**src/core/rwd_pkg.sv**
```systemverilog
// Shared constants for the runaway watchdog timer
package rwd_pkg;
    // Register bus geometry
    localparam int ADDR_W = 4;
    localparam int DATA_W = 32;
    // Register byte offsets
    localparam logic [ADDR_W-1:0] MODE_OFS = 4'h0;
    localparam logic [ADDR_W-1:0] CMD_OFS = 4'h4;
    localparam logic [ADDR_W-1:0] STAT_OFS = 4'h8;
    // Mode register fields
    localparam int EN_BIT = 7;
    localparam int PSEL_HI = 6;
    localparam int PSEL_LO = 5;
    localparam int RESET_ON_RUNAWAY_BIT = 1;
    localparam logic [7:0] MODE_RST = 8'h80;
    // Status register fields
    localparam int ST_DETECT_BIT = 0;
    localparam int ST_ACTIVE_BIT = 1;
    localparam int ST_HELD_BIT = 2;
    // Command codes
    localparam logic [7:0] CMD_CLEAR = 8'h4E;
    localparam logic [7:0] CMD_DISABLE = 8'hB1;
    // Counter shape: stages at half rate, bit hit for shortest period
    localparam int CNT_STAGES = 22;
    localparam int PERIOD_BASE = 15;
    // Watchdog enable state
    typedef enum logic [0:0] {RWD_ACTIVE, RWD_OFF} rwd_state_t;
endpackage : rwd_pkg

```
**src/core/rwd_counter.sv**
```systemverilog
// Half-rate binary counter with detection period decode
`timescale 1ns/1ps
`default_nettype none
module rwd_counter import rwd_pkg::*; #(
    parameter int STAGES = CNT_STAGES
) (
    input wire logic clk_i, // System clock
    input wire logic rst_i, // Synchronous reset
    input wire logic run_i, // Count enable
    input wire logic clr_i, // Clear to zero
    input wire logic [1:0] sel_i, // Detection period select
    output logic [STAGES-1:0] cnt_o, // Counter value
    output logic ovf_o // One-cycle overflow event
);
    logic tick_q, tick_d;
    logic [STAGES-1:0] cnt_q, cnt_d;
    logic ovf_q, ovf_d;

    // Period boundary: low bits zero, select bit set
    function automatic logic hit(input logic [STAGES-1:0] c,
                                 input logic [1:0] s);
        int idx;
        logic [STAGES-1:0] m;
        idx = PERIOD_BASE + 2 * int'(s);
        m = STAGES'((64'h1 << idx) - 64'h1);
        hit = ((c & m) == '0) && c[idx];
    endfunction : hit

    // Next counter state
    always_comb begin
        tick_d = tick_q;
        cnt_d = cnt_q;
        ovf_d = 1'b0;
        if (clr_i) begin
            tick_d = 1'b0;
            cnt_d = '0;
        end else if (run_i) begin
            tick_d = ~tick_q; // Half system rate
            if (tick_q) begin
                cnt_d = cnt_q + STAGES'(1);
                ovf_d = hit(cnt_d, sel_i);
            end
        end
    end

    // Counter registers
    always_ff @(posedge clk_i) begin
        if (rst_i) begin
            tick_q <= 1'b0;
            cnt_q <= '0;
            ovf_q <= 1'b0;
        end else begin
            tick_q <= tick_d;
            cnt_q <= cnt_d;
            ovf_q <= ovf_d;
        end
    end

    assign cnt_o = cnt_q;
    assign ovf_o = ovf_q;
endmodule : rwd_counter
`default_nettype wire

```
**src/core/rwd_wb_slave.sv**
```systemverilog
// Classic Wishbone slave for the watchdog registers
`timescale 1ns/1ps
`default_nettype none
module rwd_wb_slave import rwd_pkg::*; (
    input wire logic clk_i, // System clock
    input wire logic rst_i, // Synchronous reset
    input wire logic wb_cyc_i, // Cycle
    input wire logic wb_stb_i, // Strobe
    input wire logic wb_we_i, // Write enable
    input wire logic [ADDR_W-1:0] wb_adr_i, // Byte address
    input wire logic [3:0] wb_sel_i, // Byte selects
    input wire logic [DATA_W-1:0] wb_dat_i, // Write data
    output logic [DATA_W-1:0] wb_dat_o, // Read data
    output logic wb_ack_o, // Acknowledge
    input wire logic block_i, // Register access blocked
    input wire logic [7:0] mode_i, // Mode register view
    input wire logic [7:0] stat_i, // Status register view
    output logic mode_we_o, // Mode write strobe
    output logic cmd_we_o, // Command write strobe
    output logic [7:0] wdata_o // Write byte
);
    logic ack_q, ack_d;
    logic [DATA_W-1:0] dat_q, dat_d;
    logic req;
    logic wr;

    // Decode of a fresh request
    assign req = wb_cyc_i && wb_stb_i && !ack_q;
    assign wr = req && wb_we_i && wb_sel_i[0] && !block_i;
    assign mode_we_o = wr && (wb_adr_i == MODE_OFS);
    assign cmd_we_o = wr && (wb_adr_i == CMD_OFS);
    assign wdata_o = wb_dat_i[7:0];

    // Read mux; blocked and unmapped reads give zero
    always_comb begin
        ack_d = req;
        dat_d = '0;
        if (req && !wb_we_i && !block_i) begin
            case (wb_adr_i)
                MODE_OFS: dat_d = {24'h0, mode_i};
                STAT_OFS: dat_d = {24'h0, stat_i};
                default: dat_d = '0;
            endcase
        end
    end

    // Bus registers
    always_ff @(posedge clk_i) begin
        if (rst_i) begin
            ack_q <= 1'b0;
            dat_q <= '0;
        end else begin
            ack_q <= ack_d;
            dat_q <= dat_d;
        end
    end

    assign wb_ack_o = ack_q;
    assign wb_dat_o = dat_q;
endmodule : rwd_wb_slave
`default_nettype wire

```
**src/core/rwd_top.sv**
```systemverilog
// Runaway watchdog timer top level
//
// Contract
// - Four detection periods of 2^16, 2^18, 2^20, 2^22 clocks.
// - Reaching the selected period uncleared raises the runaway interrupt.
// - Writing 4EH to the command register zeroes the counter.
// - Period select 01 with enable set gives 2^18 clocks.
// - Disable needs enable cleared first, then B1H written.
// - Reset mode turns a runaway into an internal reset.
// - Uncleared, the interrupt recurs every twice the detection time.
// - Counter runs in run and light idle, halts in deep idle, stop.
// - No interrupt delivered in light idle; disable before halting.
// - Counting continues while the external bus is released.
// - Runaway in bus release is held and raised right after it.
// - Register access is blocked during bus release.
// - Counting starts right after reset release.
// - Reset values: enable one, select 00, reset mode zero.
// - Without reset mode, detection is held until the clear code.
// - Non-maskable interrupt; 22-stage counter at half clock.
// - Setting the enable bit alone re-enables the watchdog.
//
// Our own choices: the Wishbone slave port and the register offsets.
`timescale 1ns/1ps
`default_nettype none
module rwd_top import rwd_pkg::*; #(
    parameter int STAGES = CNT_STAGES
) (
    input wire logic clk_i, // System clock, 40 MHz
    input wire logic rst_i, // Synchronous reset, active high
    input wire logic wb_cyc_i, // Wishbone cycle
    input wire logic wb_stb_i, // Wishbone strobe
    input wire logic wb_we_i, // Wishbone write enable
    input wire logic [ADDR_W-1:0] wb_adr_i, // Wishbone byte address
    input wire logic [3:0] wb_sel_i, // Wishbone byte selects
    input wire logic [DATA_W-1:0] wb_dat_i, // Wishbone write data
    output logic [DATA_W-1:0] wb_dat_o, // Wishbone read data
    output logic wb_ack_o, // Wishbone acknowledge
    input wire logic bus_grant_n_i, // Low while bus is released
    input wire logic light_idle_i, // Light idle mode
    input wire logic deep_idle_i, // Deep idle mode
    input wire logic stop_i, // Stop mode
    output logic runaway_interrupt_o, // Non-maskable interrupt pulse
    output logic internal_reset_o // Internal reset request pulse
);
    rwd_state_t state_q, state_d;
    logic en_q, en_d;
    logic [1:0] psel_q, psel_d;
    logic reset_on_runaway_q, reset_on_runaway_d;
    logic detect_q, detect_d;
    logic held_q, held_d;
    logic int_q, int_d;
    logic irst_q, irst_d;
    logic mode_we;
    logic cmd_we;
    logic [7:0] wdata;
    logic [7:0] mode_view;
    logic [7:0] stat_view;
    logic clr_cmd;
    logic dis_cmd;
    logic nmi_ev;
    logic fire;
    logic run;
    logic clr;
    logic ovf;
    logic [STAGES-1:0] cnt;

    // Register bus slave
    rwd_wb_slave u_bus (
        .clk_i(clk_i),
        .rst_i(rst_i),
        .wb_cyc_i(wb_cyc_i),
        .wb_stb_i(wb_stb_i),
        .wb_we_i(wb_we_i),
        .wb_adr_i(wb_adr_i),
        .wb_sel_i(wb_sel_i),
        .wb_dat_i(wb_dat_i),
        .wb_dat_o(wb_dat_o),
        .wb_ack_o(wb_ack_o),
        .block_i(!bus_grant_n_i),
        .mode_i(mode_view),
        .stat_i(stat_view),
        .mode_we_o(mode_we),
        .cmd_we_o(cmd_we),
        .wdata_o(wdata)
    );

    // Register views
    always_comb begin
        mode_view = 8'h00;
        mode_view[EN_BIT] = en_q;
        mode_view[PSEL_HI:PSEL_LO] = psel_q;
        mode_view[RESET_ON_RUNAWAY_BIT] = reset_on_runaway_q;
        stat_view = 8'h00;
        stat_view[ST_DETECT_BIT] = detect_q;
        stat_view[ST_ACTIVE_BIT] = (state_q == RWD_ACTIVE);
        stat_view[ST_HELD_BIT] = held_q;
    end

    // Command decode; other codes fall through unused
    assign clr_cmd = cmd_we && (wdata == CMD_CLEAR);
    assign dis_cmd = cmd_we && (wdata == CMD_DISABLE);

    // Counter runs in run and light idle only, keeps going in release
    assign run = (state_q == RWD_ACTIVE) && !deep_idle_i
                 && !stop_i;
    assign clr = clr_cmd || (state_q == RWD_OFF);

    // Half-rate binary counter
    rwd_counter #(
        .STAGES(STAGES)
    ) u_cnt (
        .clk_i(clk_i),
        .rst_i(rst_i),
        .run_i(run),
        .clr_i(clr),
        .sel_i(psel_q),
        .cnt_o(cnt),
        .ovf_o(ovf)
    );

    // Interrupt gating: held through release, dropped in light idle
    assign nmi_ev = ovf && !reset_on_runaway_q && !light_idle_i;
    assign fire = held_q && bus_grant_n_i && !light_idle_i;

    // Next control state
    always_comb begin
        state_d = state_q;
        en_d = en_q;
        psel_d = psel_q;
        reset_on_runaway_d = reset_on_runaway_q;
        if (mode_we) begin
            en_d = wdata[EN_BIT];
            psel_d = wdata[PSEL_HI:PSEL_LO];
            reset_on_runaway_d = wdata[RESET_ON_RUNAWAY_BIT];
        end
        case (state_q)
            RWD_ACTIVE: begin
                if (dis_cmd && !en_q) begin
                    state_d = RWD_OFF;
                end
            end
            RWD_OFF: begin
                if (mode_we && wdata[EN_BIT]) begin
                    state_d = RWD_ACTIVE;
                end
            end
            default: state_d = RWD_ACTIVE;
        endcase
        // Set wins over clear
        detect_d = ovf || (detect_q && !clr_cmd);
        held_d = nmi_ev || (held_q && !fire);
        int_d = fire;
        irst_d = ovf && reset_on_runaway_q;
    end

    // Control registers
    always_ff @(posedge clk_i) begin
        if (rst_i) begin
            state_q <= RWD_ACTIVE;
            en_q <= MODE_RST[EN_BIT];
            psel_q <= MODE_RST[PSEL_HI:PSEL_LO];
            reset_on_runaway_q <= MODE_RST[RESET_ON_RUNAWAY_BIT];
            detect_q <= 1'b0;
            held_q <= 1'b0;
            int_q <= 1'b0;
            irst_q <= 1'b0;
        end else begin
            state_q <= state_d;
            en_q <= en_d;
            psel_q <= psel_d;
            reset_on_runaway_q <= reset_on_runaway_d;
            detect_q <= detect_d;
            held_q <= held_d;
            int_q <= int_d;
            irst_q <= irst_d;
        end
    end

    assign runaway_interrupt_o = int_q;
    assign internal_reset_o = irst_q;
endmodule : rwd_top
`default_nettype wire

```
**config.mk**
```make
export PLATFORM = sky130hd
export DESIGN_NAME = rwd_top
export DESIGN_NICKNAME = d
export VERILOG_FILES = /design/src/core/rwd_pkg.sv /design/src/core/rwd_counter.sv /design/src/core/rwd_wb_slave.sv /design/src/core/rwd_top.sv
export SDC_FILE = /design/constraint.sdc
export NUM_CORES = 1
export LEC_CHECK = 0
export BUFFER_PORTS_ARGS = -buffer_cell sky130_fd_sc_hd__buf_2
export CAP_MARGIN = 40
export CELL_PAD_IN_SITES_DETAIL_PLACEMENT = 1
export CELL_PAD_IN_SITES_GLOBAL_PLACEMENT = 1
export CORE_UTILIZATION = 36
export DETAILED_ROUTE_END_ITERATION = 8
export PLACE_DENSITY = 0.84
export REMOVE_ABC_BUFFERS = 1
export SETUP_SLACK_MARGIN = 0.15
export SLEW_MARGIN = 20
export SYNTH_ARGS = -nofsm -noshare
export SYNTH_HDL_FRONTEND = slang
export SYNTH_HIERARCHICAL = 1
export SYNTH_SLANG_ARGS = --single-unit
```
**constraint.sdc**
```tcl
create_clock -name clk_i -period 3 [get_ports clk_i]
set_input_delay 0.15 -clock clk_i [delete_from_list [all_inputs] [get_ports clk_i]]
set_output_delay 0.15 -clock clk_i [all_outputs]
set_load 0.05 [all_outputs]
```
==> impl_metrics.yaml, run 1 <==
sta:
  maxClockFrequency_mhz: 382
  slew_violations: 0
  setup-tns-final_ns: 0
  whs_ns: 0.0492
  fin_crit_sh_pct: 87.3
  setup_violations: 0
  rsz0062_at_grt: "no"
  slew-limit-headroom_pct: 49.2
  fin_ws_ns: 0.380
  layout_min_cycle_time_ns: 2.62
  finClkSkew_ns: 0.00764
  hold_viol_final: 0
  tightest_slew_ns: 0.756
route:
  drtIter0Drc: 76
  wl_per_cell_um: 14.1
  drtPass1Iterations: 4
  drt_wl_total_mm: 6.40
  post_drt_via_cell_ratio: 5.08
  ant_nets: 0
  drc: 0
  vias: 2299
clock_network:
  cts_setup_buffers: 0
  cts_resized: 0
  cts_tree: "done"
  cts-root-buf: "clkbuf_8"
  clk_pin_slew_ns: 0.09
  numCtsBuffers: 5
  htreeDepth: 2
  clock_latency_ns: 0.30
  cts_hold_buf: 0
  clkSinkCount: 42
  cts_buffer_depth: 2
grt:
  grt_use_total_pct: 16.7
  antenna_found_initial: 0
  grt_pass1_vias: 2300
  grt_max_degree: 24
  grt.overflow.total: 0
  grt_pass1_wl_mm: 10.4
critical_path:
  crit_type: "flop to flop"
  critical-path-top-delay-family: "simple AND/OR/NAND/NOR gates"
  critPathRequiredTime_ns: 3.20
  cp.arrival_ns: 2.82
  critical-path-max-stage-delay_ns: 0.70
  worstSetupStartpointType: "flop"
  slowest_stage: "or4_1"
  critPathBufInv: 0
  crit_path_end_kind: "flop"
  cp_max_fo: 8
  crit_chain: "nand4_4 > or4_1 > or3_1 > a32oi_1 > o2111ai_1 > a2111oi_2"
die:
  dieArea_sq_um: 8000
  die_w_um: 89.4
  die_y_um: 89.4
  start_util_pct: 37.5
  num_rows: 31
  io_pins: 84
  coreArea_sq_um: 7330
status:
  status: "completed"
layout:
  syn2layout_area_growth_pct: 7.45
  nets: 412
  diodes: 0
  drive_above_1_share_pct: 16.1
  final_area_sq_um: 2960
logic_synthesis:
  synthTopCellsByArea: "dfxtp_1 (31%), buf_4 (8.7%), nor2_1 (5.2%), xnor2_1 (4.8%), xor2_1 (4.8%)"
  synth_area_sq_um: 2750
  ys_top_cells_by_count: "dfxtp_1 (42), nor2_1 (38), buf_4 (32)"
  avgSynthCellArea_sq_um: 8.39
  synth_flop_cell: "dfxtp_1"
  synth.most_common_cell: "dfxtp_1"
  synth_seq_cells: 42
  seq_area_frac_synth_pct: 30.5
  async_flop_share_pct: 0
  synth-edff-count: 0
  synth_top_area_share_pct: 30.5
  yosys.area.top_type: "dfxtp_1"
  synth_cell_types: 63
  synthCells: 328
  yosysWarnings: 6
hold_path:
  hp-class: "primary input to flop"
place:
  pre_cts_ws_ns: 0.445
  gp_congestion: 0.817
  dp_hpwl_mm: 4.98
  portBuffers: 32
  dpl_cell_area_sq_um: 2870
power:
  peakVddDrop_v: 0.000215
  p_leak_uw: 0.00116
  powerDensity_nw_per_um2: 364
job:
  cap_viol_max_count: 0
[power breakdown]
| part | internal (uW) | total, uW | switching, uW |
|---|---|---|---|
| combinational | 25.4 | 128 | 103 |
| sequential | 559 | 562 | 2.77 |
| clock | 167 | 385 | 218 |
| total | 751 | 1080 | 324 |
[worst register-to-register path, cell delays in order, from the launching register on]
cell	delay [ns]
dfxtp_1	0.51
nand4_4	0.19
or4_1	0.70
or3_1	0.43
a32oi_1	0.21
o2111ai_1	0.16
a2111oi_2	0.32
[metal layers]
layer  global-route usage (%)  vias to the layer above  part of all wire [%]
li1                         -                     1145                     -
met1                     19.0                     1090                    44
met2                     31.2                       55                    50
met3                     3.05                        9                   3.6
met4                     5.77                        0                   1.5
met5                        0                        -                     0
[stage by stage]
stage / instances / utilization (%) / power, uW
global route: 453 / 40.3 / 1120
CTS: 453 / 40.3 / 1090
global placement: 445 / 39.1 / 700
detailed placement: 445 / 39.1 / 703
finish: 453 / 40.3 / 1080
floorplan: 310 / - / 669
[cell usage in the layout (no fill, tap or decap), types with 2 or more instances in the layout]
cell        count
dfxtp_1        42
nor2_1         38
conb_1         33
buf_2          32
nand2_1        17
nand3_1        15
xor2_1         15
xnor2_1        15
mux2i_1        13
nor3_1         13
inv_1          12
nor4_1         12
ha_1           10
nand4_1         7
a21oi_1         6
o21ai_0         6
clkbuf_8        5
or3_1           4
buf_4           4
nor3b_1         3
and3_1          3
a32oi_1         3
nor4b_1         2
clkinvlp_4      2
nand4bb_1       2
or2_2           2
and4_1          2
or4_1           2
[registers in the layout (all words and copies together) (netlist names)]
signal and count:
u_cnt/tick_q 1, detect_q 1, internal_reset_o 1, u_cnt/cnt_o 22
u_cnt/ovf_o 1, en_q 1, state_q 1, runaway_interrupt_o 1
reset_on_runaway_q 1, u_bus/wb_dat_o 8, psel_q 2, held_q 1
u_bus/wb_ack_o 1
[layout make-up]
| type | count | area [sq um] |
|---|---|---|
| Timing Repair Buffer | 36 | 190 |
| Fill cell | 905 | 4370 |
| Sequential cell | 42 | 841 |
| Multi-Input combinational cell | 256 | 1670 |
| Tap cell | 99 | 124 |
| Clock buffer | 5 | 68.8 |
| Inverter | 12 | 45.0 |
| Clock inverter | 3 | 23.8 |
[cell families (layout without fill, tap and decap cells)]
family	after synthesis	count (layout)	synth area share (%)
other cells	2	33	0.273
flops	42	42	30.5
fa+ha+maj	10	10	4.55
mux	13	13	4.73
xor+xnor	30	30	9.55
buf+inv	61	56	13.2
compound gates	36	36	10.2
simple gates	134	134	27.0
[worst paths after layout]
kind | startpoint | end | slack (ns) | cells after the start
hold / removal | wb_dat_i[3] | state_q | 0.05 | 2
setup reg to reg | u_cnt/cnt_o[2] | u_cnt/ovf_o | 0.38 | 6
setup / recovery | u_cnt/cnt_o[2] | u_cnt/ovf_o | 0.38 | 6
hold reg to reg | reset_on_runaway_q | internal_reset_o | 0.48 | 2
Power figures use the tool's default switching activity.
==> run 2: changes to the inputs <==
--- a/config.mk
+++ b/config.mk
@@ -13,7 +13,7 @@
 export DETAILED_ROUTE_END_ITERATION = 8
 export PLACE_DENSITY = 0.84
 export REMOVE_ABC_BUFFERS = 1
-export SETUP_SLACK_MARGIN = 0.15
+export SETUP_SLACK_MARGIN = 0.5
 export SLEW_MARGIN = 20
 export SYNTH_ARGS = -nofsm -noshare
 export SYNTH_HDL_FRONTEND = slang
==> run 2 against run 1 <==
Effect of this change:
- final cell count stayed put
- largest power group unchanged
- critical endpoint unchanged
- cell area rose by 2.6%
- count of clock-buffer cells in the layout is the same
==> impl_metrics.yaml, run 2 (same netlist as run 1, synthesis figures left out) <==
status:
  status: "completed"
die:
  die_w_um: 89.4
  dieArea_sq_um: 8000
  num_rows: 31
  die_y_um: 89.4
  io_pins: 84
  coreArea_sq_um: 7330
  start_util_pct: 37.5
power:
  p_leak_uw: 0.00117
  powerDensity_nw_per_um2: 356
  totalPowerFinal_uw: 1080
  peakVddDrop_v: 0.000217
sta:
  hold_viol_final: 0
  fin_crit_sh_pct: 79.0
  setup_violations: 0
  fin_ws_ns: 0.629
  rsz0062_at_grt: "no"
  slew_violations: 0
  maxClockFrequency_mhz: 422
  finClkSkew_ns: 0.0123
  setup-tns-final_ns: 0
  slew-limit-headroom_pct: 48.4
  tightest_slew_ns: 0.768
  layout_min_cycle_time_ns: 2.37
critical_path:
  r2r_start: "u_cnt/cnt_o[0]"
  worstSetupStartpointType: "flop"
  cp_max_fo: 8
  critPathRequiredTime_ns: 3.20
  rrSetupSlack_ns: 0.63
  crit_type: "flop to flop"
  crit_path_end_kind: "flop"
  reg2reg_to: "u_cnt/ovf_o"
  cp.arrival_ns: 2.58
  worstRegToRegCells: 5
layout:
  nets: 412
  final_common_cell: "nor2_1"
  largest_reg_flops: 22
  syn2layout_area_growth_pct: 10.3
  final_cell_mix: "nor2_1 (38), conb_1 (33), buf_2 (32), dfxtp_1 (31), nand2_1 (17)"
  layoutNonFillerInstCount: 453
  diodes: 0
  drive_above_1_share_pct: 21.2
job:
  cap_viol_max_count: 0
place:
  portBuffers: 32
  placed_cells: 445
  pre_cts_ws_ns: 0.445
  gp_congestion: 0.817
  dp_hpwl_mm: 4.98
grt:
  grt_pass1_wl_mm: 10.4
  grt_pass1_vias: 2295
  grt_use_total_pct: 16.8
  grt_max_degree: 24
  antenna_found_initial: 0
  grt.overflow.total: 0
route:
  ant_nets: 0
  vias: 2334
  drc: 0
  drtPass1Iterations: 4
  drt_wl_total_mm: 6.60
  wl_per_cell_um: 14.6
  drtIter0Drc: 64
  post_drt_via_cell_ratio: 5.15
hold_path:
  holdPathStages: 2
  min_from: "wb_dat_i[3]"
  hp-class: "primary input to flop"
  hold_path_end: "state_q"
clock_network:
  clk_pin_slew_ns: 0.10
  clkSinkCount: 42
  cts_tree: "done"
  clock_latency_ns: 0.30
  htreeDepth: 2
  cts_buffer_depth: 2
  cts_setup_buffers: 0
  numCtsBuffers: 5
  cts-root-buf: "clkbuf_8"
[run 2: cell counts in the layout (fill, tap and decap cells not counted)]
Identical to the previous run, type by type.
[run 2: cell type report]
type                            count  area (sq um)
Clock buffer                        5          68.8
Fill cell                         901          4300
Inverter                           12          45.0
Timing Repair Buffer               36           190
Tap cell                           99           124
Sequential cell                    42           862
Multi-Input combinational cell    256          1720
Clock inverter                      3          23.8
[run 2: stage by stage]
step | util (%) | cell area (sq um) | hold WS [ns]
after global routing | 41.4 | 3040 | 0.0450
after floorplan | - | 2550 | 0.222
after CTS | 40.4 | 2960 | 0.0438
after global placement | 39.1 | 2870 | 0.368
final | 41.4 | 3040 | 0.0407
after detailed placement | 39.1 | 2870 | 0.369
[run 2: worst max-delay path: stages (launching register included)]
cell and delay [ns]:
dfxtp_2 0.42, nand4_4 0.16, or4_4 0.63, or3_1 0.35, a311o_1 0.40, a2111oi_4 0.31
[run 2: where the power goes]
group	switching (uW)	internal, uW	leakage, uW
Sequential	2.73	557	0.000345
Clock	226	167	0.0000408
Combinational	103	25.4	0.000786
Total	332	749	0.00117
[run 2: timing repair]
action,in CTS,in global routing
pin swaps,0,1
endpoints found under the hold margin,0,0
resized for setup,3,21
setup endpoints to repair,1,1
hold buffers,0,0
[run 2: worst max-delay path by stage]
stage / startpoint / end / slack (ns) / depth (start not counted)
3_5_place_dp: u_cnt/cnt_o[2] / u_cnt/ovf_o / 0.45 / 6
6_report: u_cnt/cnt_o[0] / u_cnt/ovf_o / 0.63 / 5
5_1_grt: u_cnt/cnt_o[10] / u_cnt/ovf_o / 0.44 / 7
4_1_cts: u_cnt/cnt_o[2] / u_cnt/ovf_o / 0.50 / 6
2_1_floorplan: u_bus/wb_ack_o / u_cnt/ovf_o / 0.51 / 10
3_3_place_gp: u_cnt/cnt_o[3] / u_cnt/ovf_o / 0.47 / 6
[run 2: metal layers]
layer | vias to the layer above | GRT usage [%] | routed length (um)
met1 | 1130 | 19.1 | 2870
met3 | 9 | 3.05 | 229
li1 | 1140 | - | -
met5 | - | 0 | 0
met2 | 55 | 31.4 | 3410
met4 | 0 | 5.77 | 91
